### src/logic/spcg_pkg.sv
package spcg_pkg;

  // ---------------------------------------------------------------------
  // register map
  // ---------------------------------------------------------------------
  localparam logic [31:0] SYSCTL_BASE        = 32'h400FE000;
  localparam logic [11:0] RUN_GATE_OFFSET    = 12'h108;
  localparam logic [11:0] SLEEP_GATE_OFFSET  = 12'h118;
  localparam logic [11:0] DEEP_GATE_OFFSET   = 12'h128;
  localparam logic [11:0] RUN_CLK_CFG_OFFSET = 12'h060;
  localparam logic [11:0] MODE_OFFSET        = 12'h200;
  localparam logic [11:0] INT_STATUS_OFFSET  = 12'h204;
  localparam logic [11:0] INT_MASK_OFFSET    = 12'h208;

  // ---------------------------------------------------------------------
  // field layout and reset values
  // ---------------------------------------------------------------------
  localparam int          NUM_PORTS          = 5;
  localparam int          AUTO_GATE_BIT      = 27;
  localparam int          PORT_WIN_SHIFT     = 12;
  localparam logic [4:0]  GATE_RESET         = 5'h00;
  localparam logic [31:0] RUN_CLK_CFG_RESET  = 32'h00000000;
  localparam logic [2:0]  INT_RESET          = 3'h0;
  localparam int          INT_FAULT_BIT      = 0;
  localparam int          INT_MODE_BIT       = 1;
  localparam int          INT_GATE_CHG_BIT   = 2;

  // power mode codes as written to the mode register
  localparam logic [1:0]  MODE_RUN           = 2'h0;
  localparam logic [1:0]  MODE_SLEEP         = 2'h1;
  localparam logic [1:0]  MODE_DEEP          = 2'h2;

  typedef enum logic [2:0] {
    SPCG_RUN   = 3'b001,
    SPCG_SLEEP = 3'b010,
    SPCG_DEEP  = 3'b100
  } spcg_mode_type;

  // register bus request
  typedef struct packed {
    logic [31:0] addr;
    logic [31:0] wdata;
    logic        wr;
    logic        rd;
  } spcg_req_type;

  // access toward the gated port units
  typedef struct packed {
    logic [2:0] port;
    logic       valid;
  } spcg_port_acc_type;

endpackage : spcg_pkg

### src/logic/spcg_top.sv
// Strobed register access was left to the implementer.
`timescale 1ns/1ps
`default_nettype none

module spcg_top (
  // clock and reset
  input  wire logic                       clk_i,
  input  wire logic                       resetn_i,
  // register port
  input  wire spcg_pkg::spcg_req_type     req_i,
  output logic [31:0]                     rdata_o,
  output logic                            rerr_o,
  // port unit access check
  input  wire spcg_pkg::spcg_port_acc_type port_acc_i,
  output logic                            port_fault_o,
  // clock enables to port units
  output logic [4:0]                      port_clk_en_o,
  // interrupt
  output logic                            irq_o
);
  import spcg_pkg::*;

  // -----------------------------------------------------------------------
  // state
  // -----------------------------------------------------------------------
  logic [4:0]    run_port_gate_reg;
  logic [4:0]    sleep_port_gate_reg;
  logic [4:0]    deep_sleep_port_gate_reg;
  logic [31:0]   run_clock_config_reg;
  spcg_mode_type mode;
  logic [2:0]    int_status;
  logic [2:0]    int_mask;

  // -----------------------------------------------------------------------
  // address decode
  // -----------------------------------------------------------------------
  function automatic logic hit(input logic [31:0] a,
                               input logic [11:0] off);
    hit = (a == (SYSCTL_BASE + {20'h00000, off}));
  endfunction : hit

  wire logic sel_run   = hit(req_i.addr, RUN_GATE_OFFSET);
  wire logic sel_sleep = hit(req_i.addr, SLEEP_GATE_OFFSET);
  wire logic sel_deep  = hit(req_i.addr, DEEP_GATE_OFFSET);
  wire logic sel_cfg   = hit(req_i.addr, RUN_CLK_CFG_OFFSET);
  wire logic sel_mode  = hit(req_i.addr, MODE_OFFSET);
  wire logic sel_ists  = hit(req_i.addr, INT_STATUS_OFFSET);
  wire logic sel_imsk  = hit(req_i.addr, INT_MASK_OFFSET);
  wire logic sel_any   = sel_run | sel_sleep | sel_deep | sel_cfg |
                         sel_mode | sel_ists | sel_imsk;
  wire logic wr_en     = req_i.wr;
  wire logic rd_en     = req_i.rd;

  // -----------------------------------------------------------------------
  // mode and effective enable selection
  // -----------------------------------------------------------------------
  wire logic auto_gating_select = run_clock_config_reg[AUTO_GATE_BIT];
  logic [4:0] next_clk_en;

  always_comb begin
    case (mode)
      SPCG_SLEEP: begin
        next_clk_en = auto_gating_select ? sleep_port_gate_reg
                                         : run_port_gate_reg;
      end
      SPCG_DEEP: begin
        next_clk_en = auto_gating_select ? deep_sleep_port_gate_reg
                                         : run_port_gate_reg;
      end
      default: begin
        next_clk_en = run_port_gate_reg;
      end
    endcase
  end

  spcg_mode_type next_mode;
  always_comb begin
    case (req_i.wdata[1:0])
      MODE_SLEEP: next_mode = SPCG_SLEEP;
      MODE_DEEP:  next_mode = SPCG_DEEP;
      default:    next_mode = SPCG_RUN;
    endcase
  end

  wire logic acc_fault = port_acc_i.valid &
                         ((port_acc_i.port > 3'h4) |
                          ~port_clk_en_o[port_acc_i.port]);

  // -----------------------------------------------------------------------
  // read data mux
  // -----------------------------------------------------------------------
  logic [31:0] next_rdata;
  assign next_rdata =
    sel_run   ? {27'h0, run_port_gate_reg} :
    sel_sleep ? {27'h0, sleep_port_gate_reg} :
    sel_deep  ? {27'h0, deep_sleep_port_gate_reg} :
    sel_cfg   ? run_clock_config_reg :
    sel_mode  ? {29'h0, mode} :
    sel_ists  ? {29'h0, int_status} :
    sel_imsk  ? {29'h0, int_mask} : 32'h00000000;

  wire logic [2:0] events = {
    wr_en & sel_sleep & (req_i.wdata[4:0] != sleep_port_gate_reg),
    wr_en & sel_mode,
    acc_fault
  };

  // -----------------------------------------------------------------------
  // gating registers
  // -----------------------------------------------------------------------
  // clear on reset
  always_ff @(posedge clk_i or negedge resetn_i) begin
    if (!resetn_i) begin
      run_port_gate_reg        <= GATE_RESET;
      sleep_port_gate_reg      <= GATE_RESET;
      deep_sleep_port_gate_reg <= GATE_RESET;
    end else if (wr_en) begin
      if (sel_run)   run_port_gate_reg        <= req_i.wdata[4:0];
      if (sel_sleep) sleep_port_gate_reg      <= req_i.wdata[4:0];
      if (sel_deep)  deep_sleep_port_gate_reg <= req_i.wdata[4:0];
    end
  end

  // configuration and mode
  always_ff @(posedge clk_i or negedge resetn_i) begin
    if (!resetn_i) begin
      run_clock_config_reg <= RUN_CLK_CFG_RESET;
      mode                 <= SPCG_RUN;
      int_mask             <= INT_RESET;
    end else if (wr_en) begin
      if (sel_cfg)  run_clock_config_reg <= req_i.wdata;
      if (sel_mode) mode                 <= next_mode;
      if (sel_imsk) int_mask             <= req_i.wdata[2:0];
    end
  end

  // sticky status, set wins over read clear
  always_ff @(posedge clk_i or negedge resetn_i) begin
    if (!resetn_i) begin
      int_status <= INT_RESET;
    end else if (rd_en && sel_ists) begin
      int_status <= events;
    end else begin
      int_status <= int_status | events;
    end
  end

  // -----------------------------------------------------------------------
  // registered outputs
  // -----------------------------------------------------------------------
  // drive unit clock enables
  always_ff @(posedge clk_i or negedge resetn_i) begin
    if (!resetn_i) begin
      port_clk_en_o <= GATE_RESET;
      port_fault_o  <= 1'b0;
      irq_o         <= 1'b0;
    end else begin
      port_clk_en_o <= next_clk_en;
      port_fault_o  <= acc_fault;
      irq_o         <= |(int_mask & (int_status | events)) &
                       ~(rd_en & sel_ists & ~|(int_mask & events));
    end
  end

  // read data one cycle after strobe
  always_ff @(posedge clk_i or negedge resetn_i) begin
    if (!resetn_i) begin
      rdata_o <= 32'h00000000;
      rerr_o  <= 1'b0;
    end else begin
      rdata_o <= rd_en ? next_rdata : 32'h00000000;
      rerr_o  <= (rd_en | wr_en) & ~sel_any;
    end
  end

endmodule : spcg_top

`default_nettype wire

### config.mk
export PLATFORM = sky130hd
export DESIGN_NAME = spcg_top
export DESIGN_NICKNAME = d
export VERILOG_FILES = /design/src/logic/spcg_pkg.sv /design/src/logic/spcg_top.sv
export SDC_FILE = /design/constraint.sdc
export NUM_CORES = 1
export LEC_CHECK = 0
export BUFFER_PORTS_ARGS = -buffer_cell sky130_fd_sc_hd__buf_2
export CAP_MARGIN = 30
export CORE_ASPECT_RATIO = 1.5
export CORE_MARGIN = 3
export CORE_UTILIZATION = 30
export CTS_CLUSTER_SIZE = 30
export DETAILED_ROUTE_END_ITERATION = 6
export GPL_ROUTABILITY_DRIVEN = 0
export PLACE_DENSITY = 0.5
export SYNTH_ARGS = -nofsm -noshare
export SYNTH_HDL_FRONTEND = slang
export SYNTH_SLANG_ARGS = --single-unit
### constraint.sdc
create_clock -name clk_i -period 1.6 [get_ports clk_i]
set_input_delay 0.4 -clock clk_i [delete_from_list [all_inputs] [get_ports clk_i]]
set_output_delay 0.4 -clock clk_i [all_outputs]
set_load 0.05 [all_outputs]
# [After elaboration in Yosys (flattened, before gate mapping)]
# Cells that the tools add are included.
[totals] latch_bits=0 romBits=0 in_bits=72 ram_bits=0 register_bits=96 mem_count=0 out_inout_bits=40
[op_classes] n_mul=0 n_mux=15 magnitude_cmp=2 eq_ne=12 n_reduce_logical=10 add_sub_neg=0 n_shift=0 n_bitwise=22 div=0
[op_table] op="32-bit by 31-bit == test with 1-bit output, second input constant" count=7
[op_table] op="32-bit 2-to-1 mux" count=5
[op_table] op="3-bit 2-to-1 mux" count=4
[op_table] op="2-bit AND reduction" count=6
[op_table] op="5-bit 2-to-1 mux" count=2
[op_table] op="5-bit one-hot mux with 2 select lines" count=1
[op_table] op="1-bit AND" count=8
[op_table] op="1-bit OR" count=8
[op_table] op="3-bit AND" count=2
[op_table] op="3-bit one-hot mux with 2 select lines" count=1
[op_table] op="3-bit OR reduction" count=2
[op_table] op="5-bit != test" count=1
[op_table] op="3-bit by 4-bit < comparator with 1-bit output, second input constant" count=1
[op_table] op="1-bit binary-select mux with 3-bit select" count=1
[op_table] op="3-bit by 2-bit == test with 1-bit output, second input constant" count=1
[op_table] op="3-bit == test, second input constant" count=1
[op_table] op="3-bit > comparator, second input constant" count=1
[op_table] op="1-bit inverter" count=3
[op_table] op="3-bit OR" count=1
[op_table] op="2-bit by 1-bit == test with 1-bit output, second input constant" count=1
[op_table] op="2-bit == test, second input constant" count=1
[op_table] op="1-bit logical AND" count=1
[op_table] op="1-bit zero test" count=1
[op_table] op="1-bit 2-to-1 mux" count=1

# [Depth between registers and ports, before layout]
# Gate-level depths: netlist (run 1).
[depth] ltp_word=11 mapped_depth=8 ltp_nobuf=5

# [Least setup slack after synthesis (run 1)]
# No wires, ideal clock.
[synth_timing] path_kind="input port to flip-flop" start="in req_i[54] (netlist name)" end="reg run_port_gate_reg[0]" cell_stages=6 required_ns=1.475 n_path_buf=1 t_arrival_ns=1.985 slack_ns=-0.509 path_cell_list="nor4_1 -> nand4_2 -> or2_1 -> buf_6 -> nor4_4 -> mux2_2"
[synth_between] elab_chain_cells=2
[synth_lines] element="start, declared" line_no="spcg_top.sv:10" text="input wire spcg_pkg::spcg_req_type req_i,"
[synth_lines] element="32-bit by 31-bit == test with 1-bit output" line_no="spcg_top.sv:39" text="hit = (a == (SYSCTL_BASE + {20'h00000, off}));"
[synth_lines] element="2-bit AND reduction (no source line)"
[synth_lines] element="end signal, assigned" line_no="spcg_top.sv:118" text="if (sel_run) run_port_gate_reg <= req_i.wdata[4:0];"
[synth_lines] element="end, declared" line_no="spcg_top.sv:26" text="logic [4:0] run_port_gate_reg;"
# No other way between the ends.
# A chain may end at the register's enable or synchronous reset.

# [Worst setup path in the final report (run 1)]
[layout_timing] start="in req_i[54] (netlist name)" end="reg run_clock_config_reg[6]"
[layout_between] elab_chain_cells=2
[layout_lines] element="32-bit by 31-bit == test with 1-bit output" line_no="spcg_top.sv:39"
[layout_lines] element="2-bit AND reduction (no source line)"
[layout_lines] element="end signal, assigned" line_no="spcg_top.sv:131" text="if (sel_cfg) run_clock_config_reg <= req_i.wdata;"
[layout_lines] element="end, declared" line_no="spcg_top.sv:29" text="logic [31:0] run_clock_config_reg;"
# No other way between the ends.

==> impl_metrics.ini, run 1 <==
[synth]
syn-instance-count = 322
synth_fp_nets = 396
synth_warnings = 0
ys_async_sr_fraction_pct = 100
avgSynthCellArea_um2 = 13.1
seq_area_frac_synth_pct = 57.2
yosys_register_bits = 96
syn_area_mm2 = 0.00420
synth_edf_count = 0
yosysUniqueCellTypes = 50
synth_flop_cell = dfrtp_1

[routing]
first_pass_iters = 6
wirelength_um = 11700
drc = 0
vias = 3202
wl_per_cell_um = 17.8
viasPerCell = 4.90
ant_nets = 0
drtIter0Drc = 168

[clock_tree]
cts_buffers = 9
cts_max_level = 3
cts_max_path_buffers = 2
cts_tree = done
cts.sinks = 96
clk_pin_slew_ns = 0.07
clock_latency_ns = 0.34
root_buffer = clkbuf_16

[sta]
fin_crit_sh_pct = 108
fin_setup_tns_ns = -5.59
max_freq_mhz = 579
worst_slew_pin_slew_ns = 0.482
setup_violations = 74
rsz0062_at_grt = yes
finalHoldViolCount = 0
setup_ws_ns = -0.126
skew_ns = 0.00900
final.min_clock_period_ns = 1.73
relSlewSlack_pct = 67.5
drv_slew = 0

[floorplan]
io_pins = 112
die_h_um = 151
die_x_um = 103
die_area_mm2 = 0.0155
start_util_pct = 30.9
num_rows = 52
core_mm2 = 0.0136

[layout]
area_delta_synth_final_pct = 41.8
fin_util_pct = 43.9
drive_gt1_share_pct = 54.7
final_area_mm2 = 0.00596
antenna_cells = 0
fin_cells = 654
final_nets = 561

[place]
post-place-cells = 624
place_area_mm2 = 0.00531
port_buffers = 111
dp_hpwl_um = 8460

[worst_setup_path]
cp-end-kind = flip-flop
cp_num_buf_inv = 2
cp_cell_sequence = buf_6 > nor4_4 > nand4_4 > nor3_4 > nand3_4 > bufbuf_16 > mux2_2
cp.arrival_ns = 1.95
critPathSlowestCell = bufbuf_16
critPathTopFamily = simple AND/OR/NAND/NOR gates
required_ns = 1.82
r2r_slack_ns = 0.16
worst-r2r-cell-count = 5
crit_type = in -> reg
timing.rr.end = rdata_o[0]
critPathMaxStageDelay_ns = 0.32
crit_path_max_fanout = 14
r2r-start = mode[0]
start_kind = input pin

[grt]
grt_max_degree = 40
antenna_found_initial = 0
track_usage_pct = 15.1
grt_pass1_wl_um = 17800
grt_pass1_vias = 3446
gr-total-overflow = 0

[power]
total_power_mw = 4.86
vdd_drop_max_mv = 0.444
power_leakage_nw = 3.09
switching_share_pct = 23.9
combPwrFrac_pct = 7.0
p_switching_mw = 1.16
pwr-share-clk_pct = 43.1
p_per_area_mw_per_mm2 = 815
power_frac_seq_pct = 49.9
p_int_mw = 3.70

[hold_path]
min_path_cells = 2
min_from = req_i[29]
holdCritPathClass = in -> reg
hold_path_end = run_clock_config_reg[27]

[outcome]
violations = negative setup slack
status = finished with violations

[run]
cap_violations = 0
## logic make-up after synthesis
logic type	Yosys count	synth area share, %
AOI/OAI and AO/OA	49	8.30
xor gates and xnor gates	5	1.04
adders and majority gates	2	0.595
buffers and inverters	26	2.89
DFF	96	57.2
muxes	58	15.7
and+or+nand+nor	86	14.3
## power groups by stage
stage | clock network (mW) | registers, mW | logic [mW]
after floorplan | 0 | 2.49 | 0.0737
after global placement | 0 | 2.48 | 0.317
after detailed placement | 0 | 2.48 | 0.322
after CTS | 2.15 | 2.43 | 0.339
after global routing | 2.26 | 2.43 | 0.377
final | 2.09 | 2.43 | 0.341
## cell usage after synthesis (3+ instances only)
library cell | count | share of area [%]
a22o_1 | 11 | 2.3
nor3b_1 | 3 | 0.54
a31oi_1 | 3 | 0.45
nand2_1 | 7 | 0.63
mux2_2 | 50 | 13
o22ai_1 | 3 | 0.45
and2_1 | 29 | 4.3
mux2i_1 | 4 | 0.95
nor3_1 | 5 | 0.60
a22oi_1 | 6 | 1.1
mux2_1 | 3 | 0.80
nor4_1 | 4 | 0.60
and4_1 | 4 | 0.83
a21oi_1 | 7 | 0.83
xnor2_1 | 3 | 0.63
nand3b_1 | 3 | 0.54
clkbuf_1 | 7 | 0.63
dfrtp_1 | 95 | 57
inv_1 | 10 | 0.89
o31ai_1 | 4 | 0.71
nand4_1 | 4 | 0.60
o21ai_0 | 7 | 0.83
nor2_1 | 5 | 0.45
buf_2 | 5 | 0.60
## how the worst max path moves through the flow
stage	from	to	slack, ns	depth (start not counted)
2_1_floorplan	req_i[36]	run_port_gate_reg[0]	-0.50	7
3_3_place_gp	req_i[54]	run_port_gate_reg[2]	-0.61	6
3_5_place_dp	req_i[35]	irq_o	-0.67	7
4_1_cts	req_i[36]	sleep_port_gate_reg[1]	-0.13	6
5_1_grt	req_i[54]	int_mask[0]	-0.21	7
6_report	req_i[54]	run_clock_config_reg[6]	-0.13	7
## through the flow
stage / worst slack (ns) / hold WS (ns)
after floorplan: -0.497 / 0.104
after global placement: -0.606 / 0.285
after detailed placement: -0.675 / 0.290
after CTS: -0.126 / 0.275
after global routing: -0.209 / 0.290
final: -0.126 / 0.286
## timing repair
action | in CTS | in global routing
hold buffers | 1 | 0
gates cloned | 2 | 2
resized for setup | 38 | 13
buffers inserted | 9 | 4
setup endpoints to repair | 84 | 87
endpoints found under the hold margin | 14 | 0
pin swaps | 7 | 8
## per-layer routing
| layer | vias to the layer above | part of all wire, % | global-route usage, % |
|---|---|---|---|
| met5 | - | 0 | 0 |
| met4 | 0 | 1.5 | 5.71 |
| met3 | 18 | 3.4 | 2.12 |
| met2 | 83 | 56 | 27.9 |
| met1 | 1601 | 39 | 17.3 |
| li1 | 1500 | - | - |
## cell usage in the layout (no fill, tap or decap), types with 3 or more instances in the layout
cell,count
buf_2,106
dfrtp_1,95
buf_4,44
mux2_2,43
and2_1,28
a22o_1,11
clkbuf_16,11
buf_6,11
inv_1,10
mux2_4,10
nand2_1,7
nor2_1,5
a21oi_1,5
o21ai_0,5
a22oi_1,5
nor4_4,4
mux2i_1,4
nand4_1,4
buf_12,4
and4_1,3
nor3_1,3
nor3b_1,3
nand3b_1,3
o31ai_1,3
a31oi_1,3
xnor2_1,3
## final cells by class
class	count	area [µm²]
flip-flops and latches	96	2400
inverters	10	37.5
repair buffers	170	1170
clock inverters	6	48.8
well taps	162	203
fillers	1284	7630
multi-input cells	200	1860
clock buffers	10	239
(Power assumes the default switching activity.)
==> run 2: changes to the inputs <==
--- a/config.mk
+++ b/config.mk
@@ -10,6 +10,7 @@
 export CORE_ASPECT_RATIO = 1.5
 export CORE_MARGIN = 3
 export CORE_UTILIZATION = 30
+export CTS_BUF_LIST = sky130_fd_sc_hd__clkbuf_2
 export CTS_CLUSTER_SIZE = 30
 export DETAILED_ROUTE_END_ITERATION = 6
 export GPL_ROUTABILITY_DRIVEN = 0
==> run 2 against run 1 <==
  * The flow still finishes with violations (negative setup slack)
  * Utilization decreased by 0.55 points
  * Sequential share of layout area is 0.51 points higher
  * Register-to-register slack lost 0.15 ns
  * Hold slack worse by 0.23 ns
  * Critical path depth is 6 lower
  * Fmax up 7.1%
  * Global-route usage fell by 0.46 points
  * Largest power group unchanged
==> impl_metrics.ini, run 2 (synthesis gave the netlist of run 1 again) <==
[outcome]
status = finished with violations
violations = negative setup slack

[grt]
track_usage_pct = 14.7
grt_max_degree = 40
grt_pass1_wl_um = 17300
grt_pass1_vias = 3456
antenna_found_initial = 1
gr-total-overflow = 0

[layout]
drive_gt1_share_pct = 48.7
final_nets = 568
layout_common_cells = 95 x dfrtp_1, 70 x buf_2, 50 x mux2_2, 43 x buf_4, 42 x buf_6
fin_cells = 662
area_delta_synth_final_pct = 40.1
final_common_cell = dfrtp_1

[power]
total_power_mw = 3.88
power_leakage_nw = 2.98
vdd_drop_max_mv = 0.252
p_per_area_mw_per_mm2 = 659

[hold_path]
min_from = req_i[20]
holdCritPathClass = in -> reg
hold_path_end = run_clock_config_reg[18]
min_path_cells = 2

[floorplan]
io_pins = 112
core_mm2 = 0.0136
num_rows = 52
start_util_pct = 30.9
die_area_mm2 = 0.0155
die_h_um = 151
die_x_um = 103

[clock_tree]
cts_max_path_buffers = 2
clk_pin_slew_ns = 0.29
cts_max_level = 3
clock_latency_ns = 0.56
cts.sinks = 96
root_buffer = clkbuf_2
cts_buffers = 9
cts_tree = done

[worst_setup_path]
crit_path_max_fanout = 2
cp-end-kind = primary output
start_kind = flip-flop
critPathMaxStageDelay_ns = 0.48
r2r-start = port_clk_en_o[1]
critPathSlowestCell = dfrtp_1
cp_num_buf_inv = 1
worst-r2r-cell-count = 6
required_ns = 1.20
timing.rr.end = irq_o
crit_type = reg -> out
critPathTopFamily = flip-flops
cp.arrival_ns = 1.21
r2r_slack_ns = 0.01
cp_cell_sequence = buf_6

[sta]
relSlewSlack_pct = 67.5
drv_slew = 0
rsz0062_at_grt = yes
skew_ns = 0.0333
finalHoldViolCount = 0
fin_crit_sh_pct = 101
setup_ws_ns = -0.0120
worst_slew_pin_slew_ns = 0.483
setup_violations = 3
max_freq_mhz = 620
final.min_clock_period_ns = 1.61

[routing]
drc = 0
drtIter0Drc = 131
viasPerCell = 4.80
first_pass_iters = 4
ant_nets = 0
vias = 3176
wirelength_um = 11000
wl_per_cell_um = 16.7

[place]
post-place-cells = 624
dp_hpwl_um = 8460
port_buffers = 111

[run]
cap_violations = 0
## run 2: cell types whose count changed in the layout (fill, tap and decap cells not counted), sizes merged
cell / previous run / this run
diode: 0 / 1
bufbuf: 1 / 0
dlygate4sd3: 1 / 18
clkbuf: 12 / 9
buf: 166 / 159
clkinv: 1 / 2
## run 2: report_power, final
group | internal [mW] | switching, mW | leakage [nW] | total (mW)
sequential | 2.44 | 0.00114 | 1.32 | 2.44
combinational | 0.179 | 0.179 | 1.60 | 0.358
clock | 0.219 | 0.865 | 0.0583 | 1.08
## run 2: through the flow
step	setup TNS (ns)	utilization (%)	instance area (µm²)	setup WS [ns]	hold slack [ns]
5_1_grt	-1.83	43.3	5890	-0.117	0.00534
2_1_floorplan	-17.92	-	4270	-0.497	0.104
3_3_place_gp	-40.15	39.0	5310	-0.606	0.285
3_5_place_dp	-41.02	39.0	5310	-0.675	0.290
4_1_cts	-0.612	42.4	5770	-0.0759	0.00276
6_report	-0.0265	43.3	5890	-0.0120	0.0589
## run 2: repair_timing
action,4_1_cts,5_1_grt
endpoints found under the hold margin,105,7
hold buffers,11,7
setup endpoints to repair,43,42
gates resized for setup,77,9
setup buffers,2,1
pin swaps,2,4
## run 2: cell type report
class	count	area (µm²)
flip-flops and latches	96	2400
fillers	1276	7710
diodes	1	2.50
inverters	10	37.5
clock inverters	7	52.6
repair buffers	177	1410
clock buffers	9	45.0
well taps	162	203
multi-input cells	200	1740
## run 2: worst max-delay path by stage
stage                           from                   end  slack [ns]  cells after the start
finish              port_clk_en_o[3]      port_clk_en_o[3]       -0.01                      1
global route        port_clk_en_o[3]      port_clk_en_o[3]       -0.12                      1
CTS                 port_clk_en_o[4]      port_clk_en_o[4]       -0.08                      1
detailed placement         req_i[35]                 irq_o       -0.67                      7
global placement           req_i[54]  run_port_gate_reg[2]       -0.61                      6
floorplan                  req_i[36]  run_port_gate_reg[0]       -0.50                      7
## run 2: layer usage
layer / track usage, % / vias to the layer above / share of wire, %
li1: - / 1513 / -
met1: 16.5 / 1565 / 39
met2: 27.2 / 87 / 56
met3: 2.49 / 11 / 3.7
met4: 5.25 / 0 / 1.5
met5: 0 / - / 0
==> run 3: changes to the inputs <==
--- a/config.mk
+++ b/config.mk
@@ -5,6 +5,7 @@
 export SDC_FILE = /design/constraint.sdc
 export NUM_CORES = 1
 export LEC_CHECK = 0
+export ABC_AREA = 1
 export BUFFER_PORTS_ARGS = -buffer_cell sky130_fd_sc_hd__buf_2
 export CAP_MARGIN = 30
 export CORE_ASPECT_RATIO = 1.5
@@ -15,6 +16,7 @@
 export DETAILED_ROUTE_END_ITERATION = 6
 export GPL_ROUTABILITY_DRIVEN = 0
 export PLACE_DENSITY = 0.5
+export RECOVER_POWER = 100
 export SYNTH_ARGS = -nofsm -noshare
 export SYNTH_HDL_FRONTEND = slang
 export SYNTH_SLANG_ARGS = --single-unit
==> run 3 against run 2 <==
  * The run now ends clean
  * Utilization is 1.2 points lower
  * Worst setup slack better by 0.040 ns
  * Synthesized area is 4.4% higher
  * Fmax is 2.5% higher
  * Critical path type unchanged
  * Critical endpoint is now rdata_o[24]
  * Largest cell class unchanged
==> impl_metrics.ini, run 3 <==
[sta]
worst_slew_pin_slew_ns = 0.789
setup_ws_ns = 0.0280
setup_violations = 0
fin_crit_sh_pct = 98.2
max_freq_mhz = 636
finalHoldViolCount = 0
final.min_clock_period_ns = 1.57
relSlewSlack_pct = 47.4
drv_slew = 0
rsz0062_at_grt = yes
skew_ns = 0.0287

[synth]
synth_top_cell_area_share_pct = 54.1
ys_async_sr_fraction_pct = 100
yosysUniqueCellTypes = 33
synth_commonest_cells = 98 x nand2_1, 95 x dfrtp_1, 93 x inv_1
seq_area_frac_synth_pct = 54.7
yosys_register_bits = 96
synth_flop_cell = dfrtp_1
synth.most_common_cell = nand2_1
syn_area_mm2 = 0.00439
synth_fp_nets = 581
synthTopCellsByArea = dfrtp_1 54%, nand2_1 8.4%, inv_1 8.0%
synth_warnings = 0
avgSynthCellArea_um2 = 8.66
syn-instance-count = 507
yosysTopAreaCell = dfrtp_1
synth_edf_count = 0

[worst_setup_path]
cp-end-kind = primary output
timing.rr.end = irq_o
critPathTopFamily = flip-flops
r2r_slack_ns = 0.16
path_depth = 1
critPathMaxStageDelay_ns = 0.46
cp.arrival_ns = 1.17
cp_cell_sequence = buf_6
crit_type = reg -> out
required_ns = 1.20
cp_num_buf_inv = 1
r2r-start = sleep_port_gate_reg[1]
start_kind = flip-flop
worst-r2r-cell-count = 8
critPathSlowestCell = dfrtp_1
crit_path_max_fanout = 1

[routing]
vias = 3833
wirelength_um = 11100
first_pass_iters = 4
wl_per_cell_um = 12.6
viasPerCell = 4.35
drtIter0Drc = 144
ant_nets = 0
drc = 0

[clock_tree]
root_buffer = clkbuf_2
cts_max_path_buffers = 2
cts_buffers = 9
clk_pin_slew_ns = 0.28
cts_max_level = 3
cts_tree = done
clock_latency_ns = 0.55
cts.sinks = 96

[layout]
final_nets = 757
area_delta_synth_final_pct = 36.0
layout_common_cells = 100 x nand2_1, 95 x inv_1, 95 x dfrtp_1, 70 x buf_2, 51 x nor2_1
final_area_mm2 = 0.00597
final_common_cell = nand2_1
n_fill_cell = 1471
drive_gt1_share_pct = 27.3

[place]
place_area_mm2 = 0.00546
dp_hpwl_um = 8660
port_buffers = 111
dp_worst_setup_slack_ns = -0.272

[power]
vdd_drop_max_mv = 0.382
power_leakage_nw = 3.10
p_per_area_mw_per_mm2 = 672

[grt]
grt_pass1_vias = 3984
antenna_found_initial = 1
track_usage_pct = 14.5
grt_pass1_wl_um = 19000
gr-total-overflow = 0
grt_max_degree = 32

[hold_path]
min_from = req_i[11]
min_path_cells = 3
hold_path_end = run_clock_config_reg[9]
holdCritPathClass = in -> reg

[floorplan]
die_area_mm2 = 0.0162
die_h_um = 154
io_pins = 112
core_mm2 = 0.0142
die_x_um = 105
start_util_pct = 30.9
num_rows = 53

[run]
cap_violations = 0

[outcome]
status = completed
[run 3: cell types whose count changed after synthesis, moves of 35 or more]
| cell | change |
|---|---|
| nor2_1 | +42 |
| inv_1 | +83 |
| mux2_2 | -50 |
| o21ai_1 | +35 |
| o21ai_0 | +35 |
| nand2_1 | +91 |
[run 3: how the worst max path moves through the flow]
stage                                    endpoint         from  slack [ns]
after global placement    run_clock_config_reg[9]    req_i[59]       -0.22
after global routing                  rdata_o[25]  rdata_o[25]       -0.09
after floorplan                        rdata_o[0]    req_i[59]        0.03
final                                 rdata_o[24]  rdata_o[24]        0.03
after detailed placement  run_clock_config_reg[8]    req_i[59]       -0.27
after CTS                             rdata_o[30]  rdata_o[30]       -0.05
[run 3: cell type report]
type                    count  area [µm²]  area share [%]
diodes                      1        2.50          0.0419
clock buffers               9        45.0           0.755
clock inverters             7        78.8            1.32
inverters                  96         360            6.04
multi-input cells         305        1470            24.6
flip-flops and latches     96        2400            40.3
well taps                 192         240            4.02
repair buffers            175        1370            22.9
[run 3: logic make-up (layout without fill, tap and decap cells)]
kind of cell | Yosys count | count (layout) | share of synthesized area (%)
AO/OA/AOI/OAI | 89 | 89 | 10.7
XOR/XNOR | 3 | 3 | 0.599
adder cells (fa/ha/maj) | 2 | 2 | 0.570
buffers and inverters | 106 | 287 | 9.86
flip-flops | 96 | 96 | 54.7
multiplexers | 3 | 3 | 0.769
other | 0 | 1 | 0
AND/OR/NAND/NOR | 208 | 208 | 22.8
[run 3: through the flow]
step,hold WS [ns],std cells,TNS [ns],total power [mW],utilization (%)
floorplan,0.104,507,0,2.56,-
global placement,0.374,836,-13.59,2.77,38.5
detailed placement,0.380,836,-16.79,2.78,38.5
CTS,0.00294,878,-0.608,4.11,42.9
global route,0.000735,881,-2.98,4.22,42.1
finish,0.0583,881,0,4.01,42.1
[run 3: repair_timing]
action                     4_1_cts  5_1_grt
hold buffers                    24        2
setup endpoints to repair       40       41
pin swaps                        0        1
hold endpoints to repair        49        2
buffers inserted                 2        0
resized for setup               79        3
[run 3: metal layers]
layer	wire length (µm)	track usage [%]	part of all wire (%)	vias to the layer above
met5	0	0	0	-
met4	222	4.82	2.0	0
met3	551	3.28	4.9	16
met2	5870	27.1	53	117
met1	4500	16.2	40	1769
li1	-	-	-	1931
[run 3: where the power goes]
group	leakage, nW	switching [mW]	internal, mW	total (mW)
registers	1.15	0.00123	2.44	2.44
logic	1.88	0.171	0.158	0.330
clock network	0.0721	0.864	0.379	1.24
total	3.10	1.04	2.97	4.01
